**src/dcps_pkg.sv**
```systemverilog
// dcps_pkg: shared constants, codes and types of the dual cell path selector
// Behaviour
// - unused cell: 20mA below lower, then 150mA
// - charger off once both cells full
// - primary low, secondary high: secondary supplies
// - primary low, secondary mid: secondary supplies
// - both low: rail disconnected, both trickled
// - secondary high: primary returns at upper+margin
// - secondary mid: primary returns at lower+0.1V
// - first cell past lower+0.1V supplies
// - secondary stops full, resumes after 2s low
// - switch back only past threshold plus hysteresis
// - margin field: 00 0.1V, 01 0.05V
// - charger-off bit: 0 on, 1 off
// - supply select: auto, force primary, secondary
// - forcing only while both above lower
// - threshold select bits pick comparator levels
// - secondary flag inverts secondary detect pin
// - primary flag inverts primary detect pin
// - source field: 00 primary, 01 secondary, 11 none
// - secondary level code from comparators
// - primary level code, same four codes
// - latched low interrupt, cleared by state read
// - reset key write restores register defaults
package dcps_pkg;

    // =========================================================
    // register map
    localparam logic [7:0] ADDR_STATE  = 8'h00;
    localparam logic [7:0] ADDR_CONFIG = 8'h01;
    localparam logic [7:0] ADDR_RESET  = 8'h0F;
    localparam logic [7:0] RESET_KEY   = 8'h00;
    localparam logic [7:0] RDATA_NONE  = 8'h00;
    // cells out, no source, both levels low
    localparam logic [7:0] STATE_RESET = 8'hF0;

    // =========================================================
    // configuration fields (stored bits 6:0)
    localparam int         CFG_W        = 7;
    localparam logic [6:0] CFG_DEFAULT  = 7'h00;
    localparam int         CFG_LOWER    = 0;
    localparam int         CFG_UPPER    = 1;
    localparam int         CFG_MRG_LO   = 2;
    localparam int         CFG_MRG_HI   = 3;
    localparam int         CFG_SEL_LO   = 4;
    localparam int         CFG_SEL_HI   = 5;
    localparam int         CFG_OFF      = 6;
    localparam logic [1:0] SEL_AUTO     = 2'h0;
    localparam logic [1:0] SEL_PRIMARY  = 2'h1;
    localparam logic [1:0] SEL_SECOND   = 2'h2;
    localparam logic [1:0] MRG_FINE     = 2'h1;

    // =========================================================
    // cell level codes
    localparam logic [1:0] LVL_LOW  = 2'h0;
    localparam logic [1:0] LVL_MID  = 2'h1;
    localparam logic [1:0] LVL_HIGH = 2'h2;
    localparam logic [1:0] LVL_FULL = 2'h3;

    // =========================================================
    // comparator vector layout, one vector per cell
    localparam int CMP_LOWER     = 0;
    localparam int CMP_LOWER_HYS = 1;
    localparam int CMP_UPPER     = 2;
    localparam int CMP_UPPER_HYS = 3;
    localparam int CMP_FULL      = 4;
    localparam int CMP_W         = 5;
    localparam int SYNC_W        = 2 * CMP_W + 4;

    // =========================================================
    // timing
    localparam longint CLK_HZ         = 20000000;
    localparam longint MS_PER_S       = 1000;
    localparam longint RESUME_TIME_MS = 2000;
    localparam int unsigned RESUME_CYCLES =
        int'(RESUME_TIME_MS * (CLK_HZ / MS_PER_S));
    localparam int TMR_W = 26;

    // =========================================================
    // supply source, codes equal the reported source field
    typedef enum logic [1:0] {
        SRC_PRIMARY   = 2'b00,
        SRC_SECONDARY = 2'b01,
        SRC_NONE      = 2'b11
    } dcps_src_t;

    function automatic logic [1:0] level_code(input logic [CMP_W-1:0] c);
        logic [1:0] v;
        v = LVL_LOW;
        if (c[CMP_FULL]) begin
            v = LVL_FULL;
        end else if (c[CMP_UPPER]) begin
            v = LVL_HIGH;
        end else if (c[CMP_LOWER]) begin
            v = LVL_MID;
        end
        return v;
    endfunction

endpackage

```
**src/dcps_cmp_if.sv**
```systemverilog
// dcps_cmp_if: synchronised comparator and pin levels
`timescale 1ns/1ns
`default_nettype none
interface dcps_cmp_if;
    import dcps_pkg::*;
    logic [CMP_W-1:0] pri_cmp;
    logic [CMP_W-1:0] sec_cmp;
    logic             pri_det;
    logic             sec_det;
    logic             adapter;
    logic             sec_resume;
    modport src (output pri_cmp, sec_cmp, pri_det, sec_det, adapter, sec_resume);
    modport dst (input  pri_cmp, sec_cmp, pri_det, sec_det, adapter, sec_resume);
endinterface
`default_nettype wire

```
**src/dcps_top.sv**
```systemverilog
// dcps_top: supply path selection, charger steering and status registers
`timescale 1ns/1ns
`default_nettype none
module dcps_top
    import dcps_pkg::*;
#(
    parameter int unsigned P_RESUME_CYCLES = RESUME_CYCLES
)
(
    // clock and reset
    input  wire logic       i_core_clk,
    input  wire logic       i_resetn,
    // primary cell comparators
    input  wire logic       i_pri_ge_lower,
    input  wire logic       i_pri_ge_lower_hys,
    input  wire logic       i_pri_ge_upper,
    input  wire logic       i_pri_ge_upper_hys,
    input  wire logic       i_pri_ge_full,
    // secondary cell comparators
    input  wire logic       i_sec_ge_lower,
    input  wire logic       i_sec_ge_lower_hys,
    input  wire logic       i_sec_ge_upper,
    input  wire logic       i_sec_ge_upper_hys,
    input  wire logic       i_sec_ge_full,
    input  wire logic       i_sec_ge_resume,
    // pins
    input  wire logic       i_primary_detect_pin,
    input  wire logic       i_secondary_detect_pin,
    input  wire logic       i_adapter_present,
    // register port
    input  wire logic [7:0] i_reg_addr,
    input  wire logic [7:0] i_reg_wdata,
    input  wire logic       i_reg_wr,
    input  wire logic       i_reg_rd,
    output logic      [7:0] o_reg_rdata,
    // comparator level selects
    output logic            o_upper_thr_sel,
    output logic            o_lower_thr_sel,
    output logic            o_margin_fine,
    // path switches and charger
    output logic            o_primary_switch_on,
    output logic            o_secondary_switch_on,
    output logic            o_chg_primary_en,
    output logic            o_chg_primary_high,
    output logic            o_chg_secondary_en,
    output logic            o_chg_secondary_high,
    // status interrupt
    output logic            o_status_irq_n
);
    // =========================================================
    // input synchronisation
    dcps_cmp_if cmp ();

    logic [SYNC_W-1:0] raw_in;

    assign raw_in = {i_sec_ge_resume, i_adapter_present,
                     i_secondary_detect_pin, i_primary_detect_pin,
                     i_sec_ge_full, i_sec_ge_upper_hys, i_sec_ge_upper,
                     i_sec_ge_lower_hys, i_sec_ge_lower,
                     i_pri_ge_full, i_pri_ge_upper_hys, i_pri_ge_upper,
                     i_pri_ge_lower_hys, i_pri_ge_lower};

    dcps_sync u_sync (
        .i_core_clk (i_core_clk),
        .i_resetn   (i_resetn),
        .i_async    (raw_in),
        .o_cmp      (cmp)
    );

    // =========================================================
    // effective cell levels; a missing cell counts as empty
    logic [CMP_W-1:0] p_c;
    logic [CMP_W-1:0] s_c;
    logic             p_in;
    logic             s_in;
    logic             adapter;

    assign p_in    = cmp.pri_det;
    assign s_in    = cmp.sec_det;
    assign adapter = cmp.adapter;
    assign p_c     = cmp.pri_cmp & {CMP_W{p_in}};
    assign s_c     = cmp.sec_cmp & {CMP_W{s_in}};

    logic p_lower;
    logic p_lower_hys;
    logic p_upper_hys;
    logic p_full;
    logic s_lower;
    logic s_lower_hys;
    logic s_upper;
    logic s_full;

    assign p_lower     = p_c[CMP_LOWER];
    assign p_lower_hys = p_c[CMP_LOWER_HYS];
    assign p_upper_hys = p_c[CMP_UPPER_HYS];
    assign p_full      = p_c[CMP_FULL];
    assign s_lower     = s_c[CMP_LOWER];
    assign s_lower_hys = s_c[CMP_LOWER_HYS];
    assign s_upper     = s_c[CMP_UPPER];
    assign s_full      = s_c[CMP_FULL];

    // =========================================================
    // register port decode
    logic [CFG_W-1:0] cfg_reg;
    logic [CFG_W-1:0] cfg_next;
    logic             wr_cfg;
    logic             soft_rst;
    logic             rd_state;

    assign wr_cfg   = i_reg_wr && (i_reg_addr == ADDR_CONFIG);
    assign soft_rst = i_reg_wr && (i_reg_addr == ADDR_RESET)
                      && (i_reg_wdata == RESET_KEY);
    assign rd_state = i_reg_rd && (i_reg_addr == ADDR_STATE);

    logic [1:0] sel;
    logic       chg_off;

    assign sel     = cfg_reg[CFG_SEL_HI:CFG_SEL_LO];
    assign chg_off = cfg_reg[CFG_OFF];

    // reset key wins over a config write, they cannot coincide anyway
    assign cfg_next = soft_rst ? CFG_DEFAULT
                    : wr_cfg   ? i_reg_wdata[CFG_W-1:0] : cfg_reg;

    // =========================================================
    // automatic source selection, charge rules
    dcps_src_t src_reg;
    dcps_src_t src_next;
    dcps_src_t auto_next;
    logic      both_ok;
    logic      back_ok;

    // which hysteresis applies depends on where the secondary sits
    assign back_ok = s_upper ? p_upper_hys : p_lower_hys;

    always_comb begin
        auto_next = src_reg;
        unique case (src_reg)
            SRC_PRIMARY: begin
                if (!p_lower) begin
                    auto_next = s_lower ? SRC_SECONDARY : SRC_NONE;
                end
            end
            SRC_SECONDARY: begin
                if (back_ok) begin
                    auto_next = SRC_PRIMARY;
                end else if (!s_lower) begin
                    auto_next = SRC_NONE;
                end
            end
            SRC_NONE: begin
                // primary wins a tie, it is the preferred source
                if (p_lower_hys) begin
                    auto_next = SRC_PRIMARY;
                end else if (s_lower_hys) begin
                    auto_next = SRC_SECONDARY;
                end
            end
            default: begin
                auto_next = SRC_NONE;
            end
        endcase
    end

    // discharge switching is not handled here: without adapter, only a forced select changes the source
    assign both_ok  = p_lower && s_lower;
    assign src_next = (sel == SEL_PRIMARY && both_ok) ? SRC_PRIMARY
                    : (sel == SEL_SECOND  && both_ok) ? SRC_SECONDARY
                    : adapter ? auto_next : src_reg;

    // =========================================================
    // internal charger steering
    logic chg_on;
    logic both_full;
    logic chg_pri_next;
    logic chg_sec_next;
    logic sec_stop_reg;
    logic sec_stop_next;
    logic resume_done;

    assign chg_on       = adapter && !chg_off;
    assign both_full    = p_full && s_full;
    assign chg_pri_next = chg_on && !both_full && p_in
                          && (src_next != SRC_PRIMARY);
    assign chg_sec_next = chg_on && !both_full && s_in && !sec_stop_reg
                          && (src_next != SRC_SECONDARY);

    // a new full reading wins over the resume event
    assign sec_stop_next = s_full || (sec_stop_reg && !resume_done);

    dcps_hold_timer #(
        .P_CYCLES (P_RESUME_CYCLES)
    ) u_resume (
        .i_core_clk (i_core_clk),
        .i_resetn   (i_resetn),
        .i_run      (sec_stop_reg && !(cmp.sec_resume && s_in)),
        .o_done     (resume_done)
    );

    // =========================================================
    // state register and interrupt
    logic [7:0] state_reg;
    logic [7:0] state_next;
    logic       irq_n_reg;
    logic       irq_set;
    logic       irq_n_next;

    assign state_next = {~cmp.sec_det, ~cmp.pri_det,
                         src_next,
                         level_code(s_c), level_code(p_c)};

    // set wins over the clearing read
    assign irq_set    = (state_next != state_reg) || soft_rst;
    assign irq_n_next = !(irq_set || (!irq_n_reg && !rd_state));

    logic [7:0] cfg_view;
    logic [7:0] rdata_next;

    assign cfg_view   = {~o_chg_secondary_en, ~o_chg_primary_en, cfg_reg[CFG_SEL_HI:0]};
    assign rdata_next = !i_reg_rd                   ? o_reg_rdata
                      : (i_reg_addr == ADDR_STATE)  ? state_reg
                      : (i_reg_addr == ADDR_CONFIG) ? cfg_view : RDATA_NONE;

    // =========================================================
    // registers
    always_ff @(posedge i_core_clk or negedge i_resetn) begin
        if (!i_resetn) begin
            cfg_reg               <= CFG_DEFAULT;
            src_reg               <= SRC_NONE;
            sec_stop_reg          <= 1'b0;
            state_reg             <= STATE_RESET;
            irq_n_reg             <= 1'b0;
            o_reg_rdata           <= RDATA_NONE;
            o_upper_thr_sel       <= 1'b0;
            o_lower_thr_sel       <= 1'b0;
            o_margin_fine         <= 1'b0;
            o_primary_switch_on   <= 1'b0;
            o_secondary_switch_on <= 1'b0;
            o_chg_primary_en      <= 1'b0;
            o_chg_primary_high    <= 1'b0;
            o_chg_secondary_en    <= 1'b0;
            o_chg_secondary_high  <= 1'b0;
        end else begin
            cfg_reg               <= cfg_next;
            src_reg               <= src_next;
            sec_stop_reg          <= sec_stop_next;
            state_reg             <= state_next;
            irq_n_reg             <= irq_n_next;
            o_reg_rdata           <= rdata_next;
            o_upper_thr_sel       <= cfg_next[CFG_UPPER];
            o_lower_thr_sel       <= cfg_next[CFG_LOWER];
            o_margin_fine         <= cfg_next[CFG_MRG_HI:CFG_MRG_LO] == MRG_FINE;
            o_primary_switch_on   <= src_next == SRC_PRIMARY;
            o_secondary_switch_on <= src_next == SRC_SECONDARY;
            o_chg_primary_en      <= chg_pri_next;
            o_chg_primary_high    <= chg_pri_next && p_lower;
            o_chg_secondary_en    <= chg_sec_next;
            o_chg_secondary_high  <= chg_sec_next && s_lower;
        end
    end

    assign o_status_irq_n = irq_n_reg;

    // =========================================================
    // checks
    a_trickle_below_lower: assert property (
        @(posedge i_core_clk) disable iff (!i_resetn)
        o_chg_secondary_en && !$past(s_lower) |-> !o_chg_secondary_high)
        else $error("secondary fed high current below lower threshold");

    a_full_stops_charger: assert property (
        @(posedge i_core_clk) disable iff (!i_resetn)
        both_full |=> !o_chg_primary_en && !o_chg_secondary_en)
        else $error("charger still on with both cells full");

    a_secondary_takes_rail: assert property (
        @(posedge i_core_clk) disable iff (!i_resetn)
        src_reg == SRC_PRIMARY && adapter && sel == SEL_AUTO && !p_lower && s_lower
        |=> src_reg == SRC_SECONDARY && o_secondary_switch_on)
        else $error("secondary did not take the rail");

    a_both_low_cutoff: assert property (
        @(posedge i_core_clk) disable iff (!i_resetn)
        adapter && sel == SEL_AUTO && !p_lower && !s_lower && src_reg != SRC_NONE
        |=> src_reg == SRC_NONE && !o_primary_switch_on && !o_secondary_switch_on)
        else $error("rail not cut off with both cells low");

    a_hold_until_margin: assert property (
        @(posedge i_core_clk) disable iff (!i_resetn)
        src_reg == SRC_SECONDARY && adapter && sel == SEL_AUTO && s_lower && s_upper
        && !p_upper_hys |=> src_reg == SRC_SECONDARY)
        else $error("switched back before the margin was reached");

    a_charger_off_bit: assert property (
        @(posedge i_core_clk) disable iff (!i_resetn)
        chg_off && !wr_cfg |=> !o_chg_primary_en && !o_chg_secondary_en)
        else $error("charger on although switched off");

    a_forced_primary: assert property (
        @(posedge i_core_clk) disable iff (!i_resetn)
        sel == SEL_PRIMARY && both_ok |=> o_primary_switch_on && !o_secondary_switch_on)
        else $error("forced primary selection not honoured");

    a_read_clears_irq: assert property (
        @(posedge i_core_clk) disable iff (!i_resetn)
        rd_state && !irq_set |=> o_status_irq_n)
        else $error("state read did not release the interrupt");

    a_change_raises_irq: assert property (
        @(posedge i_core_clk) disable iff (!i_resetn)
        state_next != state_reg |=> !o_status_irq_n ##1 (!o_status_irq_n || $past(rd_state)))
        else $error("status change did not raise the interrupt");

    a_reset_key_defaults: assert property (
        @(posedge i_core_clk) disable iff (!i_resetn)
        soft_rst |=> cfg_reg == CFG_DEFAULT && !o_status_irq_n)
        else $error("reset key did not restore defaults");

    a_presence_flags: assert property (
        @(posedge i_core_clk) disable iff (!i_resetn)
        ##1 state_reg[7:6] == ~$past({cmp.sec_det, cmp.pri_det}))
        else $error("presence flags do not follow the detect pins");

    a_secondary_stop: assert property (
        @(posedge i_core_clk) disable iff (!i_resetn)
        s_full ##1 !resume_done |=> !o_chg_secondary_en)
        else $error("full secondary still charged");
endmodule
`default_nettype wire

```
**src/dcps_sync.sv**
```systemverilog
// dcps_sync: two-stage synchroniser for all analog and pin inputs
`timescale 1ns/1ns
`default_nettype none
module dcps_sync
    import dcps_pkg::*;
(
    // clock and reset
    input  wire logic              i_core_clk,
    input  wire logic              i_resetn,
    // raw levels
    input  wire logic [SYNC_W-1:0] i_async,
    // synchronised levels
    dcps_cmp_if.src                o_cmp
);
    logic [SYNC_W-1:0] meta_reg;
    logic [SYNC_W-1:0] sync_reg;

    // =========================================================
    // stages; meta_reg feeds sync_reg only
    always_ff @(posedge i_core_clk or negedge i_resetn) begin
        if (!i_resetn) begin
            meta_reg <= '0;
            sync_reg <= '0;
        end else begin
            meta_reg <= i_async;
            sync_reg <= meta_reg;
        end
    end

    assign o_cmp.pri_cmp    = sync_reg[CMP_W-1:0];
    assign o_cmp.sec_cmp    = sync_reg[2*CMP_W-1:CMP_W];
    assign o_cmp.pri_det    = sync_reg[2*CMP_W];
    assign o_cmp.sec_det    = sync_reg[2*CMP_W+1];
    assign o_cmp.adapter    = sync_reg[2*CMP_W+2];
    assign o_cmp.sec_resume = sync_reg[2*CMP_W+3];
endmodule
`default_nettype wire

```
**src/dcps_hold_timer.sv**
```systemverilog
// dcps_hold_timer: flags a level that has held for a set number of cycles
`timescale 1ns/1ns
`default_nettype none
module dcps_hold_timer
    import dcps_pkg::*;
#(
    parameter int unsigned P_CYCLES = RESUME_CYCLES
)
(
    // clock and reset
    input  wire logic i_core_clk,
    input  wire logic i_resetn,
    // level under watch and result
    input  wire logic i_run,
    output logic      o_done
);
    localparam logic [TMR_W-1:0] LAST = TMR_W'(P_CYCLES - 1);

    logic [TMR_W-1:0] cnt_reg;
    logic [TMR_W-1:0] cnt_next;
    logic             done_reg;
    logic             done_next;

    // =========================================================
    // any break in the level restarts the wait
    assign cnt_next  = !i_run ? '0 : (cnt_reg == LAST) ? cnt_reg : cnt_reg + 1'b1;
    assign done_next = i_run && (cnt_reg == LAST);

    always_ff @(posedge i_core_clk or negedge i_resetn) begin
        if (!i_resetn) begin
            cnt_reg  <= '0;
            done_reg <= 1'b0;
        end else begin
            cnt_reg  <= cnt_next;
            done_reg <= done_next;
        end
    end

    assign o_done = done_reg;

    a_done_after_hold: assert property (
        @(posedge i_core_clk) disable iff (!i_resetn)
        $rose(done_reg) |-> $past(cnt_reg) == LAST && $past(i_run))
        else $error("hold timer done before the full wait");
endmodule
`default_nettype wire

```
**config.mk**
```make
export PLATFORM = sky130hd
export DESIGN_NAME = dcps_top
export DESIGN_NICKNAME = d
export VERILOG_FILES = /design/src/dcps_pkg.sv /design/src/dcps_cmp_if.sv /design/src/dcps_top.sv /design/src/dcps_sync.sv /design/src/dcps_hold_timer.sv
export SDC_FILE = /design/constraint.sdc
export NUM_CORES = 1
export LEC_CHECK = 0
export ABC_CLOCK_PERIOD_IN_PS = 2300
export BUFFER_PORTS_ARGS = -buffer_cell sky130_fd_sc_hd__buf_2
export CORE_MARGIN = 4
export CORE_UTILIZATION = 56
export DETAILED_ROUTE_END_ITERATION = 6
export PLACE_DENSITY = 0.78
export SLEW_MARGIN = 20
export SYNTH_ARGS = -nofsm -noshare
export SYNTH_HDL_FRONTEND = slang
export SYNTH_SLANG_ARGS = --single-unit
```
**constraint.sdc**
```tcl
create_clock -name i_core_clk -period 2.3 [get_ports i_core_clk]
set_input_delay 0.115 -clock i_core_clk [delete_from_list [all_inputs] [get_ports i_core_clk]]
set_output_delay 0.115 -clock i_core_clk [all_outputs]
set_load 0.05 [all_outputs]
```
### Word-level counts from Yosys, hierarchy flattened

Index checks and enable logic that the tools add are counted.
Widths: inputs -> output; s select.

| word-level totals | value |
|---|---|
| register bits after elaboration | 91 |

| operators by class | value |
|---|---|
| $add $sub $neg | 1 |
| eq/ne operators | 12 |
| reduce and logical (&&, ||, !) cells | 39 |
| bitwise operators | 6 |
| multiplexer cells | 23 |

Operators by type and width:

| cell | count |
|---|---|
| $mux 26 | 2 |
| $add 26x1->26 const B | 1 |
| $eq 26x26->1 const B | 1 |
| $mux 2 | 13 |
| $logic_and 1x1->1 | 22 |
| $logic_not 8->1 | 2 |
| $mux 8 | 2 |
| $mux 7 | 2 |
| $and 5x5->5 | 2 |
| $eq 2x1->1 const B | 4 |
| $eq 8x1->1 const B | 1 |
| $eq 8x4->1 const B | 1 |
| $logic_not 1->1 | 8 |
| $ne 8x8->1 | 1 |
| $pmux 2 s3 | 1 |
| $eq 2x2->1 const B | 2 |
| $logic_not 2->1 | 2 |
| $not 1->1 | 4 |
| $reduce_bool 2->1 | 2 |
| $logic_or 1x1->1 | 3 |
| $mux 1 | 3 |
| $ne 2x1->1 const B | 1 |
| $ne 2x2->1 const B | 1 |

### Longest topological paths before layout

| logic depth | value |
|---|---|
| depth in word-level cells | 11 |
| mapped depth | 8 |

### Modules after synthesis

A second synthesis with hierarchy kept.

| unflattened totals | value |
|---|---|
| cells, all modules | 355 |
| area, all modules | 3956.3 µm² |

Modules (own cells, without submodules):

| module | cells an instance | instances | area each (µm²) |
|---|---|---|---|
| dcps_top | 165 | 1 | 1740.4 |
| dcps_hold_timer | 162 | 1 | 1515.2 |
| dcps_sync | 28 | 1 | 700.7 |

### Worst setup path after synthesis

Ideal clock, no wire load.

| path | value |
|---|---|
| path type | register to register |
| start | register u_resume.cnt_reg[19] |
| end | register u_resume.cnt_reg[1] |
| required time | 2.168 ns |
| cell stages (with the launch flop) | 7 |
| setup slack | 0.257 ns |
| arrival time | 1.911 ns |
| path buffers | 1 |
| cells stage by stage | dfrtp_1 or4b_1 or4_4 nor3_4 buf_6 mux2i_1 nor2_1 |

| on the way | value |
|---|---|
| cells in the longest elaborated chain, start to end | 2 |

RTL lines:

| element | RTL line | RTL |
|---|---|---|
| start: declaration | dcps_hold_timer.sv:19 | `logic [TMR_W-1:0] cnt_reg;` |
| start signal: assignment | dcps_hold_timer.sv:34 | `cnt_reg <= cnt_next;` |
| $eq 26x26->1 | dcps_hold_timer.sv:26 | `assign cnt_next = !i_run ? '0 : (cnt_reg == LAST) ? cnt_reg : cnt_reg + 1'b1;` |
| $ne 2x2->1 (no source line) | n/a |  |

Every way passes these cells.
A chain may end at the register's enable or synchronous reset.

### Worst setup path after layout

Ends and elaborated chain as after synthesis.

==> flow_metrics.py <==
metrics = {
    "run_status": {
        "outcome": "finished clean",
    },
    "timing": {
        "timing.hold.ws_ns": 0.03342,
        "drv_slew": 0,
        "tightest_slew_ns": 0.5214,
        "min_period_ns": 2.146,
        "finalSetupTns_ns": 0,
        "final_hold_viol_count": 0,
        "timing.final.crit_share": 0.9332,
        "setup_viol": 0,
        "fin_skew_ns": 0.01040,
        "max_freq_mhz": 465.9,
        "slew-limit-headroom": 0.6524,
        "rsz0062_at_grt": "no",
    },
    "global_routing": {
        "top_usage_layer": "met1",
        "antenna_found_initial": 0,
        "grt_pass1_wl_um": 12540,
        "grt_max_degree": 45,
        "track_usage": 0.2083,
        "first_global_vias": 2677,
        "grt_use_met3": 0.05214,
        "met1_usage": 0.3084,
        "grt_overflow": 0,
        "grtUsageMet2": 0.2998,
    },
    "synth": {
        "synth_xor_area_frac": 0.05298,
        "yosys.area_share.adder": 0.003440,
        "ys_types": 51,
        "muxShareOfSynthArea": 0.04128,
        "synth_edf_count": 0,
        "syn_area_um2": 3637,
        "synth_area_per_cell_um2": 11.02,
        "synth-main-ff-cell": "dfrtp_1",
        "syn_nets": 365,
        "ys_seq_area_frac": 0.5862,
        "ys_warn_count": 0,
        "synth_top_family_by_area": "simple AND/OR/NAND/NOR gates",
        "async_flop_share": 1.000,
        "syn_inst": 330,
        "synthSimpleGateAreaFrac": 0.1861,
        "ys_ff_latch": 85,
        "synth.area.top_cells": "dfrtp_1, mux2i_1, nor2_1",
        "synth_top_cell_by_area": "dfrtp_1",
        "synth_compound_area_frac": 0.09907,
        "synth_top_area_share": 0.5573,
    },
    "worst_setup_path": {
        "worst-setup-path-type": "flip-flop to flip-flop",
        "cp_slowest_stage_delay_ns": 0.54,
        "cp_max_fo": 13,
        "path_depth": 6,
        "critPathBufInv": 1,
        "crit_family": "simple AND/OR/NAND/NOR gates",
        "cp.arrival_ns": 2.38,
        "start_kind": "flip-flop",
        "critPathLaunch": "u_resume.cnt_reg[19]$_DFFE_PN0N_",
        "r2r.worst_path.cells": 6,
        "r2r-start": "u_resume.cnt_reg[19]$_DFFE_PN0N_",
        "critPathCaptureType": "flip-flop",
        "worstPathRequired_ns": 2.53,
        "cp_slowest_cell": "or4b_1",
        "worstPathCellList": "or4b_1 > or4_4 > nor3_4 > buf_12 > mux2i_1 > nor2_1",
    },
    "final_layout": {
        "drive_gt1_frac": 0.1970,
        "num_antenna_cells": 0,
        "fillCellCount": 495,
        "area_growth_pct": 19.61,
        "largest_reg_flops": 26,
        "num-nets-final": 436,
    },
    "pwr": {
        "power.total_mw": 3.131,
        "power.leakage_nw": 1.984,
        "power_density_nw_per_um2": 719.6,
        "max-vdd-ir-drop_v": 0.0005487,
    },
    "clock_network": {
        "cts_tree": "yes",
        "cts.path.max_buffers": 2,
        "clk_pin_slew_worst_paths_ns": 0.08,
        "cts_num_sinks": 85,
        "worstSkewPairLatency_ns": 0.35,
        "h-tree-depth": 3,
        "cts_buffers": 9,
        "root_buffer": "clkbuf_8",
        "cts_resized": 0,
    },
    "place": {
        "dp_hpwl_um": 5147,
        "port_buffers": 50,
        "gp_congestion": 0.8259,
    },
    "detailed_routing": {
        "drt-initial-drc-count": 141,
        "num_vias": 2748,
        "viasPerCell": 5.689,
        "antenna_left": 0,
        "routed_wl_um": 7396,
        "route.detailed.drc": 0,
        "wl_per_cell_um": 15.31,
        "drt_pass1_iterations": 4,
    },
    "die": {
        "boundaryPins": 52,
        "num_rows": 29,
        "fp.dieH_um": 88.59,
        "initial_core_util": 0.5761,
        "core_area_um2": 6314,
        "die_w_um": 88.59,
        "dieArea_um2": 7848,
    },
    "min_path": {
        "hold_depth": 3,
        "hold_path_class": "input pin to flip-flop",
        "hp-start": "i_reg_wdata[0]",
    },
    "flow_run": {
        "maxCapViolations": 0,
    },
}
cells in the final DEF, fill, tap and decap left out, types with 8 or more instances in the layout:
master | Yosys | layout
nand2_1 | 13 | 13
mux2i_1 | 15 | 15
buf_2 | 0 | 49
nor3_1 | 11 | 11
dlygate4sd3_1 | 0 | 14
o22ai_1 | 8 | 8
a21oi_1 | 12 | 12
clkbuf_8 | 0 | 9
xor2_1 | 10 | 10
xnor2_1 | 12 | 12
inv_1 | 18 | 18
o21ai_0 | 12 | 12
dfrtp_1 | 81 | 81
nor2_1 | 33 | 33
nand3_1 | 16 | 16
nand4_1 | 12 | 12
worst register-to-register path, stage by stage, from the launching register on:
cell	delay, ns
dfrtp_1	0.42
or4b_1	0.55
or4_4	0.46
nor3_4	0.21
buf_12	0.16
mux2i_1	0.18
nor2_1	0.05
per-stage QoR:
step                cell area (um^2)  std cells  utilization  setup WS [ns]
finish                          4350        483       0.6891         0.1537
global placement                4011        453       0.6354         0.1956
global route                    4350        483       0.6891        0.05515
CTS                             4350        483       0.6891         0.1532
floorplan                       3637        330            -         0.2574
detailed placement              4011        453       0.6354         0.1842
report_power, final:
group / leakage (nW) / internal, mW / total, mW / switching (mW)
combinational: 0.793 / 0.151 / 0.394 / 0.243
sequential: 1.09 / 1.60 / 1.70 / 0.0996
clock: 0.0988 / 0.513 / 1.04 / 0.526
total: 1.98 / 2.26 / 3.13 / 0.869
cell families (layout without fill, tap and decap cells):
kind of cell	count (synthesis)	after routing
buffers and inverters	28	104
AOI/OAI and AO/OA	55	55
xor gates and xnor gates	22	22
muxes	15	15
and+or+nand+nor	124	124
adders and majority gates	1	1
DFF	85	85
synth_stat cells, types with 8 or more instances:
library cell  number
nor2_1            33
xor2_1            10
mux2i_1           15
xnor2_1           12
inv_1             18
o21ai_0           12
clkbuf_1           8
nor3_1            11
nand2_1           13
o22ai_1            8
nand3_1           16
a21oi_1           12
dfrtp_1           81
nand4_1           12
worst paths after layout:
check | to | slack (ns)
worst max-delay path | u_resume.cnt_reg[1]$_DFFE_PN0N_ | 0.15
max in group asynchronous | u_resume.cnt_reg[23]$_DFFE_PN0N_ | 1.42
worst min-delay path | cfg_reg[0]$_DFFE_PN0P_ | 0.03
min in group asynchronous | o_reg_rdata[6]$_DFFE_PN0P_ | 0.27
worst max register to register | u_resume.cnt_reg[1]$_DFFE_PN0N_ | 0.15
worst min register to register | u_sync.sync_reg[11]$_DFF_PN0_ | 0.35
cell type report:
class,count,area [um^2],area share
Sequential cell,85,2132,0.4901
Clock inverter,6,71.32,0.01639
Tap cell,77,96.34,0.02215
Multi-Input combinational cell,217,1393,0.3201
Clock buffer,10,127.6,0.02934
Inverter,18,67.56,0.01553
Timing Repair Buffer,70,462.9,0.1064
routing by layer:
layer / up-vias / wire length, um
met5: - / 0
met4: 0 / 118
met3: 10 / 472
met2: 104 / 3305
met1: 1313 / 3501
li1: 1321 / -
what timing repair did:
| action | 4_1_cts | 5_1_grt |
|---|---|---|
| hold endpoints to repair | 50 | 0 |
| hold buffers | 14 | 0 |
| buffers inserted | 0 | 0 |
(Power assumes the default switching activity.)
